File: src/logic/wrc_consts.svh
// constants for the watchdog and reset control block
`ifndef WRC_CONSTS_SVH
`define WRC_CONSTS_SVH

// register offsets on the plain register port
`define WRC_OFF_WDT_CTRL   4'h0
`define WRC_OFF_NOISE_KEY  4'h1
`define WRC_OFF_CAUSE      4'h2
`define WRC_OFF_BOR_LEVEL  4'h3
`define WRC_OFF_FLASH_CTL2 4'h4
`define WRC_OFF_MODE       4'h5

// reset values
`define WRC_RST_WDT_CTRL   8'h53
`define WRC_RST_NOISE_KEY  8'h55
`define WRC_RST_BOR_LEVEL  8'h55
`define WRC_RST_CAUSE      4'h0

// key patterns
`define WRC_WDT_KEY_A      5'h15
`define WRC_WDT_KEY_B      5'h0a
`define WRC_NOISE_KEY_A    8'h55
`define WRC_NOISE_KEY_B    8'haa
`define WRC_BOR_2V1        8'h55
`define WRC_BOR_2V55       8'h33
`define WRC_BOR_3V15       8'h99
`define WRC_BOR_3V8        8'haa
`define WRC_FLASH_RST_VAL  8'h55

// field positions
`define WRC_KEY_MSB        7
`define WRC_KEY_LSB        3
`define WRC_SEL_MSB        2
`define WRC_FLAG_KEY_RST   3
`define WRC_FLAG_BOR       2
`define WRC_FLAG_BOR_KEY   1
`define WRC_FLAG_WDT_KEY   0

// timing: low-speed clock, key and filter delays in low-speed periods, reset hold in ref_clk cycles
`define WRC_REF_HZ         100000000
`define WRC_LOW_SPEED_RC_OSCILLATOR_HZ        32000
`define WRC_LOW_SPEED_RC_OSCILLATOR_DIV       (`WRC_REF_HZ / `WRC_LOW_SPEED_RC_OSCILLATOR_HZ)
`define WRC_KEY_DELAY_LP   4
`define WRC_BOR_FILTER_LP  8
`define WRC_RESET_HOLD     16

`endif

File: src/logic/wrc_pkg.sv
// types for the watchdog and reset control block
package wrc_pkg;

  typedef struct packed {
    logic [3:0] addr;
    logic [7:0] wdata;
    logic       wr;
    logic       rd;
  } wrc_req_t;

  typedef struct packed {
    logic key_rst;
    logic bor;
    logic bor_key;
    logic wdt_key;
  } wrc_cause_t;

  typedef enum logic [1:0] {
    WRC_RUN   = 2'b00,
    WRC_DELAY = 2'b01,
    WRC_HOLD  = 2'b10
  } wrc_state_t;

endpackage : wrc_pkg

File: src/logic/wrc_top.sv
// watchdog, key-protected resets, brownout filter and reset-cause flags
`timescale 1ns/1ps
`default_nettype none
`include "wrc_consts.svh"

// Operation
// - watchdog counts only while its key field holds 10101B or 01010B
// - any other watchdog key resets the device after the key delay
// - watchdog key field loads 01010B at power-up, watchdog enabled
// - overflow while running resets device and sets the expired flag
// - overflow in sleep/idle sets expired flag, clears only pc and sp
// - invalid key write, clear instruction or halt clears the count
// - timeout is low-speed clock divided by 2^8 up to 2^18
// - noise key 55H or AAH is harmless; other values reset after delay
// - noise key reset sets flag bit 3, cleared only by software
// - upper four flag register bits read as zero
// - power-on clears pc and sets port data and direction high
// - brownout active in fast/slow, disabled in sleep or idle
// - brownout resets only if low supply outlasts the filter time
// - brownout code selects one of four thresholds
// - genuine brownout reset keeps the brownout level register
// - undefined level code resets after delay, restores power-on value
// - brownout level register loads 01010101B at power-on
// - genuine brownout sets flag bit 2, cleared only by software
// - undefined level code sets flag bit 1, cleared only by software
// - writing 55H to second flash control register resets device
// - invalid watchdog key reset sets flag bit 0, software clears
// - period select 000..111 picks 2^8,10,12,14,15,16,17,18
// - watchdog clocked from the about 32kHz low-speed rc clock
module wrc_top
  import wrc_pkg::*;
#(
  parameter int unsigned LOW_SPEED_RC_OSCILLATOR_DIV      = `WRC_LOW_SPEED_RC_OSCILLATOR_DIV,
  parameter int unsigned KEY_DELAY_LP  = `WRC_KEY_DELAY_LP,
  parameter int unsigned BOR_FILTER_LP = `WRC_BOR_FILTER_LP,
  parameter int unsigned RESET_HOLD    = `WRC_RESET_HOLD
) (
  input  wire logic       ref_clk,
  input  wire logic       rst_n,
  input  wire logic [3:0] reg_addr,
  input  wire logic [7:0] reg_wdata,
  input  wire logic       reg_wr,
  input  wire logic       reg_rd,
  output logic      [7:0] reg_rdata,
  input  wire logic       clear_watchdog_instruction_instr,
  input  wire logic       halt_instr,
  input  wire logic       low_supply,
  output logic            sys_rst_n,
  output logic            pc_sp_clear,
  output logic            wdt_expired,
  output logic      [1:0] bor_threshold,
  output logic            port_init
);

  // ------------------------------------------------------------
  // register port decode
  // ------------------------------------------------------------
  wrc_req_t req;
  assign req = '{addr: reg_addr, wdata: reg_wdata, wr: reg_wr, rd: reg_rd};

  wire wr_wdt   = req.wr && req.addr == `WRC_OFF_WDT_CTRL;
  wire wr_noise = req.wr && req.addr == `WRC_OFF_NOISE_KEY;
  wire wr_cause = req.wr && req.addr == `WRC_OFF_CAUSE;
  wire wr_bor   = req.wr && req.addr == `WRC_OFF_BOR_LEVEL;
  wire wr_flash = req.wr && req.addr == `WRC_OFF_FLASH_CTL2;
  wire wr_mode  = req.wr && req.addr == `WRC_OFF_MODE;

  function automatic logic wdt_key_ok(input logic [7:0] r);
    wdt_key_ok = r[`WRC_KEY_MSB:`WRC_KEY_LSB] == `WRC_WDT_KEY_A ||
                 r[`WRC_KEY_MSB:`WRC_KEY_LSB] == `WRC_WDT_KEY_B;
  endfunction : wdt_key_ok

  function automatic logic bor_code_ok(input logic [7:0] c);
    bor_code_ok = c == `WRC_BOR_2V1 || c == `WRC_BOR_2V55 ||
                  c == `WRC_BOR_3V15 || c == `WRC_BOR_3V8;
  endfunction : bor_code_ok

  // ------------------------------------------------------------
  // state and software registers; only cause_q survives every internal reset
  // ------------------------------------------------------------
  logic [7:0] wdt_ctrl_q;
  logic [7:0] noise_key_q;
  logic [7:0] bor_level_q;
  logic [7:0] flash_ctl2_q;
  wrc_cause_t cause_q;
  logic       sleep_q;
  logic       int_rst;        // internal reset pulse
  logic       bor_key_restore;
  wrc_state_t state_q;

  wire wdt_key_bad   = !wdt_key_ok(wdt_ctrl_q);
  wire noise_key_bad = noise_key_q != `WRC_NOISE_KEY_A &&
                       noise_key_q != `WRC_NOISE_KEY_B;
  wire bor_code_bad  = !bor_code_ok(bor_level_q);

  // ------------------------------------------------------------
  // low-speed enable from ref_clk divider
  // ------------------------------------------------------------
  logic [$clog2(LOW_SPEED_RC_OSCILLATOR_DIV)-1:0] div_q;
  wire low_speed_rc_oscillator_tick = div_q == ($clog2(LOW_SPEED_RC_OSCILLATOR_DIV))'(LOW_SPEED_RC_OSCILLATOR_DIV - 1);

  always_ff @(posedge ref_clk or negedge rst_n)
    if (!rst_n)
      div_q <= '0;
    else
      div_q <= low_speed_rc_oscillator_tick ? '0 : div_q + 1'b1;

  // ------------------------------------------------------------
  // watchdog counter
  // ------------------------------------------------------------
  logic [18:0] wdt_cnt_q;
  logic [4:0]  tap;
  always_comb
  begin
    unique case (wdt_ctrl_q[`WRC_SEL_MSB:0])
      3'h0: tap = 5'd8;
      3'h1: tap = 5'd10;
      3'h2: tap = 5'd12;
      3'h3: tap = 5'd14;
      3'h4: tap = 5'd15;
      3'h5: tap = 5'd16;
      3'h6: tap = 5'd17;
      3'h7: tap = 5'd18;
    endcase
  end
  wire wdt_ovf   = wdt_cnt_q[tap] && state_q == WRC_RUN;
  wire wdt_clear = clear_watchdog_instruction_instr || halt_instr || wdt_key_bad ||
                   wdt_ovf || int_rst;

  always_ff @(posedge ref_clk or negedge rst_n)
    if (!rst_n)
      wdt_cnt_q <= '0;
    else if (wdt_clear)
      wdt_cnt_q <= '0;
    else if (low_speed_rc_oscillator_tick && !wdt_key_bad)
      wdt_cnt_q <= wdt_cnt_q + 19'h1;

  // ------------------------------------------------------------
  // brownout filter, only in fast/slow
  // ------------------------------------------------------------
  logic [2:0] ls_sync_q;
  logic [$clog2(BOR_FILTER_LP+1)-1:0] bor_cnt_q;
  logic       ls_q;
  wire bor_fire = bor_cnt_q == ($clog2(BOR_FILTER_LP+1))'(BOR_FILTER_LP)
                  && low_speed_rc_oscillator_tick && ls_q && state_q == WRC_RUN;

  always_ff @(posedge ref_clk or negedge rst_n)
    if (!rst_n)
    begin
      ls_sync_q <= '0;
      ls_q      <= 1'b0;
    end
    else
    begin
      ls_sync_q <= {ls_sync_q[1:0], low_supply};
      if (ls_sync_q[1] == ls_sync_q[2])
        ls_q <= ls_sync_q[2];
    end

  always_ff @(posedge ref_clk or negedge rst_n)
    if (!rst_n)
      bor_cnt_q <= '0;
    else if (!ls_q || sleep_q || bor_code_bad)
      bor_cnt_q <= '0;
    else if (low_speed_rc_oscillator_tick && !bor_fire)
      bor_cnt_q <= bor_cnt_q + 1'b1;

  // ------------------------------------------------------------
  // key reset delay and reset sequencing
  // ------------------------------------------------------------
  wire any_key_bad = wdt_key_bad || noise_key_bad || bor_code_bad;
  logic [$clog2(KEY_DELAY_LP+1)-1:0] dly_q;
  logic [$clog2(RESET_HOLD+1)-1:0]   hold_q;
  wire dly_done = dly_q == ($clog2(KEY_DELAY_LP+1))'(KEY_DELAY_LP) &&
                  low_speed_rc_oscillator_tick;
  wire flash_rst = wr_flash && req.wdata == `WRC_FLASH_RST_VAL;
  wire wdt_full  = wdt_ovf && !sleep_q;
  wire start_rst = (state_q == WRC_DELAY && dly_done) || flash_rst ||
                   wdt_full || bor_fire;
  assign int_rst = start_rst;
  assign bor_key_restore = state_q == WRC_DELAY && dly_done && bor_code_bad;

  always_ff @(posedge ref_clk or negedge rst_n)
    if (!rst_n)
    begin
      state_q <= WRC_HOLD;
      dly_q   <= '0;
      hold_q  <= '0;
    end
    else if (start_rst)
    begin
      state_q <= WRC_HOLD;
      hold_q  <= '0;
    end
    else
    begin
      unique case (state_q)
        WRC_RUN:
        begin
          dly_q <= '0;
          if (any_key_bad)
            state_q <= WRC_DELAY;
        end
        WRC_DELAY:
        begin
          if (!any_key_bad)
            state_q <= WRC_RUN;
          else if (low_speed_rc_oscillator_tick)
            dly_q <= dly_q + 1'b1;
        end
        WRC_HOLD:
        begin
          hold_q <= hold_q + 1'b1;
          if (hold_q == ($clog2(RESET_HOLD+1))'(RESET_HOLD - 1))
            state_q <= WRC_RUN;
        end
        default:
          state_q <= WRC_RUN;
      endcase
    end

  // ------------------------------------------------------------
  // software registers
  // ------------------------------------------------------------
  // key registers are not restored by key resets, so a latched bad
  // key would loop the reset; restore them when their own delay ends
  wire key_restore = state_q == WRC_DELAY && dly_done;

  always_ff @(posedge ref_clk or negedge rst_n)
    if (!rst_n)
    begin
      wdt_ctrl_q   <= `WRC_RST_WDT_CTRL;
      noise_key_q  <= `WRC_RST_NOISE_KEY;
      bor_level_q  <= `WRC_RST_BOR_LEVEL;
      flash_ctl2_q <= '0;
      sleep_q      <= 1'b0;
    end
    else
    begin
      if (key_restore || wdt_full || flash_rst)
      begin
        wdt_ctrl_q  <= `WRC_RST_WDT_CTRL;
        noise_key_q <= `WRC_RST_NOISE_KEY;
      end
      else
      begin
        if (wr_wdt)
          wdt_ctrl_q <= req.wdata;
        if (wr_noise)
          noise_key_q <= req.wdata;
      end
      if (bor_key_restore || wdt_full || flash_rst)
        bor_level_q <= `WRC_RST_BOR_LEVEL;
      else if (wr_bor)
        bor_level_q <= req.wdata;
      flash_ctl2_q <= (start_rst) ? '0 :
                      (wr_flash ? req.wdata : flash_ctl2_q);
      if (halt_instr)
        sleep_q <= 1'b1;
      else if (start_rst || wdt_ovf || wr_mode)
        sleep_q <= wr_mode ? req.wdata[0] : 1'b0;
    end

  // ------------------------------------------------------------
  // sticky reset-cause flags: set wins over software clear
  // ------------------------------------------------------------
  wrc_cause_t cause_set;
  assign cause_set.key_rst = key_restore && noise_key_bad;
  assign cause_set.bor     = bor_fire;
  assign cause_set.bor_key = bor_key_restore;
  assign cause_set.wdt_key = key_restore && wdt_key_bad;

  always_ff @(posedge ref_clk or negedge rst_n)
    if (!rst_n)
      cause_q <= `WRC_RST_CAUSE;
    else if (wr_cause)
      cause_q <= wrc_cause_t'(req.wdata[3:0] & cause_q) | cause_set;
    else
      cause_q <= cause_q | cause_set;

  // ------------------------------------------------------------
  // outputs and read data
  // ------------------------------------------------------------
  logic [7:0] rdata_d;
  always_comb
  begin
    unique case (req.addr)
      `WRC_OFF_WDT_CTRL:   rdata_d = wdt_ctrl_q;
      `WRC_OFF_NOISE_KEY:  rdata_d = noise_key_q;
      `WRC_OFF_CAUSE:      rdata_d = {4'h0, cause_q};
      `WRC_OFF_BOR_LEVEL:  rdata_d = bor_level_q;
      `WRC_OFF_FLASH_CTL2: rdata_d = flash_ctl2_q;
      `WRC_OFF_MODE:       rdata_d = {7'h0, sleep_q};
      default:             rdata_d = 8'h00;
    endcase
  end

  logic [1:0] thr_d;
  always_comb
  begin
    unique case (bor_level_q)
      `WRC_BOR_2V55: thr_d = 2'h1;
      `WRC_BOR_3V15: thr_d = 2'h2;
      `WRC_BOR_3V8:  thr_d = 2'h3;
      default:       thr_d = 2'h0;
    endcase
  end

  always_ff @(posedge ref_clk or negedge rst_n)
    if (!rst_n)
    begin
      reg_rdata     <= '0;
      sys_rst_n     <= 1'b0;
      pc_sp_clear   <= 1'b0;
      wdt_expired   <= 1'b0;
      bor_threshold <= '0;
      port_init     <= 1'b1;
    end
    else
    begin
      reg_rdata     <= req.rd ? rdata_d : 8'h00;
      sys_rst_n     <= !(state_q == WRC_HOLD || start_rst);
      pc_sp_clear   <= wdt_ovf && sleep_q;
      if (wdt_ovf)
        wdt_expired <= 1'b1;
      else if (clear_watchdog_instruction_instr || halt_instr)
        wdt_expired <= 1'b0;
      bor_threshold <= thr_d;
      port_init     <= state_q == WRC_HOLD && !wdt_ovf;
    end

endmodule : wrc_top

`default_nettype wire

File: config.mk
export PLATFORM = sky130hd
export DESIGN_NAME = wrc_top
export DESIGN_NICKNAME = d
export VERILOG_FILES = /design/src/logic/wrc_pkg.sv /design/src/logic/wrc_top.sv
export VERILOG_INCLUDE_DIRS = /design/src /design/src/logic
export SDC_FILE = /design/constraint.sdc
export NUM_CORES = 1
export LEC_CHECK = 0
export BUFFER_PORTS_ARGS = -buffer_cell sky130_fd_sc_hd__buf_2
export CORE_ASPECT_RATIO = 1.75
export CORE_MARGIN = 1
export CORE_UTILIZATION = 57
export CTS_CLUSTER_DIAMETER = 100
export DETAILED_ROUTE_END_ITERATION = 8
export PLACE_DENSITY = 0.77
export SYNTH_ARGS = -nofsm -noshare
export SYNTH_HDL_FRONTEND = slang
export SYNTH_SLANG_ARGS = --single-unit
export TNS_END_PERCENT = 10
File: constraint.sdc
create_clock -name ref_clk -period 3.1 [get_ports ref_clk]
set_clock_uncertainty 0.1 [all_clocks]
set_input_delay 0.62 -clock ref_clk [delete_from_list [all_inputs] [get_ports ref_clk]]
set_output_delay 0.62 -clock ref_clk [all_outputs]
set_load 0.03 [all_outputs]
==> results.txt <==
final cell count without fillers: 676
GRT Util Overall: 0.276
FF+latch count, synth: 100
initial antenna violation count: 0
Residual DRC: 0
io pins: 33
final critical-path required period: 2820 ps
DRT antenna net count: 0
die area: 9320 um2
cell area power density: 570 nW/um2
Hold WS: 245 ps
status: completed
Hold Vio Cnt, Final: 0
asr flop ratio synth: 1.00
Worst-Skew Late Latency: 350 ps
post-layout util: 0.653
largest area contributor in the netlist: dfrtp_1
final setup vio count: 0
sequential power share: 0.521
# fillers: 734
final setup TNS: 0 ps
Hold WC Path Type: primary input to asynchronous set/reset pin
Post-synth top flop: dfrtp_1
Mapped Nets: 553
sequential area share after synthesis: 0.496
Avg Inst Size Synth: 9.72 um2
NetSw: 0.958 mW
DP Cell Count: 660
total CTS buffers: 9
Max-Cap Viols: 0
Yosys warnings: 0
final net count: 584
top cell type's share of synthesized area: 0.423
Core Area: 8670 um2
worst path arrival time: 2990 ps
vias: 4081
Clock Sinks: 100
CTS tree: done
routability congestion estimate: 0.908
root buf cell: clkbuf_16
Pins Over Slew Limit: 0
CTS Buffer Depth: 2
first-pass GRT wire length: 19300 um
Initial Utilization: 0.586
area of the mapped netlist: 5080 um2
hold buffer count at CTS: 0
first-pass detailed-route iteration total: 5
post-CTS sizing: 0
CP Launch Type: flop
Crit. End Element: flop
Port Buffer Count: 32
unrepaired setup endpoints after global routing: no
clock slew at the register clock pins of the worst setup and hold paths: 70 ps
H-Tree Depth: 3
HPWL after DPL: 8620 um
Synth-to-Final Area Change: 11.4%
Relative slew margins: 0.466
initial drt markers: 391
Critical Path Fanout Max: 19
routed len/inst: 17.8 um
gr ovfl total: 0
Post-synth EDFFs: 0
vias in the first global route: 3924
worst endpoint required time: 3270 ps
clock share of power: 0.332
Peak VDD IR: 0.329 mV
Area contributors post-synth: dfrtp_1 42%, dfstp_2 7.2%, nand2_1 5.4%
share of layout cells above drive strength 1: 0.150
Worst-Margin Slew: 790 ps
CP Class: flop to flop
Synth Instances: 523
pin count of the biggest net entering global routing: 63
CP peak stage delay: 640 ps
Post-CTS Setup Repair Bufs: 0
wirelength, routed: 12000 um
Inserted Diodes: 0
Final period util: 0.909
Max Fclk: 355 MHz
post-DR vias/cell: 6.04
crit-path cells: inv_1 > ha_1 > mux4_2 > a21o_1 > o211ai_2 > o21a_1 > nand4_4 > nor2_1
Die X: 73.4 um
sw frac: 0.297
Rows: 45
CP max stage cell: dfstp_2
die height: 127 um
Internal Power: 2.27 mW
power after layout: 3.23 mW
leak pwr: 2.40 nW
combinational share of power: 0.146
Yosys cell types: 60
cell usage after synthesis (all sizes together), types with 4 or more instances:
cell type	count
o211ai	7
a31oi	4
o21ai	9
nor2	54
dfrtp	86
inv	17
nand4	14
nor4bb	15
nor3	8
clkbuf	11
and3	5
nand3b	4
nand2	73
nor2b	7
mux2i	7
a21oi	29
xnor2	20
dfstp	14
a22oi	7
nand3	49
buf	11
and2	4
ha	11
xor2	13
a222oi	4
power by group through the flow:
stage	sequential, mW	clock [mW]	combinational, mW
2_1_floorplan	1.64	0	0.349
3_3_place_gp	1.69	0	0.448
3_5_place_dp	1.70	0	0.469
4_1_cts	1.68	1.09	0.475
5_1_grt	1.70	1.15	0.535
6_report	1.68	1.07	0.473
critical path: cells and delay by family (launching register included):
kind,cells,cell delay [ps]
adders and majority gates,1,410
buffers and inverters,1,120
muxes,1,320
AOI/OAI and AO/OA,3,620
DFF,1,640
and+or+nand+nor,2,520
cells in the final DEF (no fill, tap or decap), types with 3 or more instances in the layout:
master and n:
inv_1 17, and3_1 5, nor3_1 8, dfstp_2 14, nor4bb_1 14, and4_1 3, and2_1 4, dfrtp_1 86
buf_2 31, xnor2_1 20, nor2_1 54, nand3b_1 4, a22oi_1 7, ha_1 11, nand4_1 12, o211ai_1 5
a21oi_1 29, xor2_1 13, clkinvlp_4 4, a222oi_1 4, nand3_1 49, nor2b_1 7, nand2b_1 3, nand2_1 73
clkbuf_16 9, o21ai_0 9, mux2i_1 7, a31oi_1 4, buf_4 10
final cells by class:
type                       count  area [um2]  area share
inverter                      17        63.8      0.0113
multi-input combinational    384        2400       0.424
sequential                   100        2520       0.445
tap                          117         146      0.0259
timing repair buffer          42         250      0.0442
clock buffer                   9         225      0.0398
clock inverter                 7        58.8      0.0104
per-stage QoR:
step / instance area [um2] / worst slack [ps]
floorplan: 5080 / 651
global placement: 5380 / 388
detailed placement: 5380 / 271
CTS: 5660 / 259
global route: 5660 / 45.7
finish: 5660 / 281
metal layers:
metal  global-route usage  wire, um  up-vias
met5                    0         0        -
met4                0.150       532        0
met3               0.0469       402       41
met2                0.488      6490      130
met1                0.307      4600     1999
li1                     -         -     1911
state kept, by name, summed over array words and instances, names as in the netlist, 2 cells and up:
signal,count
bor_cnt_q,4
bor_level_q,8
bor_threshold,2
cause_q,4
div_q,12
dly_q,3
flash_ctl2_q,8
hold_q,5
ls_sync_q,3
noise_key_q,8
reg_rdata,8
state_q,2
wdt_cnt_q,19
wdt_ctrl_q,8
kinds of logic after synthesis:
kind of cell               count (synthesis)  share of synthesized area
and+or+nand+nor                          250                      0.257
DFF                                      100                      0.496
AOI/OAI and AO/OA                         79                      0.105
buffers and inverters                     39                     0.0340
xor gates and xnor gates                  33                     0.0568
adders and majority gates                 12                     0.0290
muxes                                     10                     0.0226
worst paths after layout:
kind                                           startpoint                          end  slack [ps]  cells after the start
worst max-delay path            wdt_ctrl_q[0]$_DFFE_PN1P_     wdt_cnt_q[9]$_DFFE_PN0P_         280                      8
worst min-delay path                                rst_n  flash_ctl2_q[7]$_DFFE_PN0P_         240                      1
worst max register to register  wdt_ctrl_q[0]$_DFFE_PN1P_     wdt_cnt_q[9]$_DFFE_PN0P_         280                      8
worst min register to register     ls_sync_q[0]$_DFF_PN0_       ls_sync_q[1]$_DFF_PN0_         250                      0
max in group asynchronous                           rst_n   noise_key_q[4]$_DFFE_PN1P_        1930                      2
min in group ref_clk               ls_sync_q[0]$_DFF_PN0_       ls_sync_q[1]$_DFF_PN0_         250                      0
Note: power is estimated with default switching activity, not from simulation.
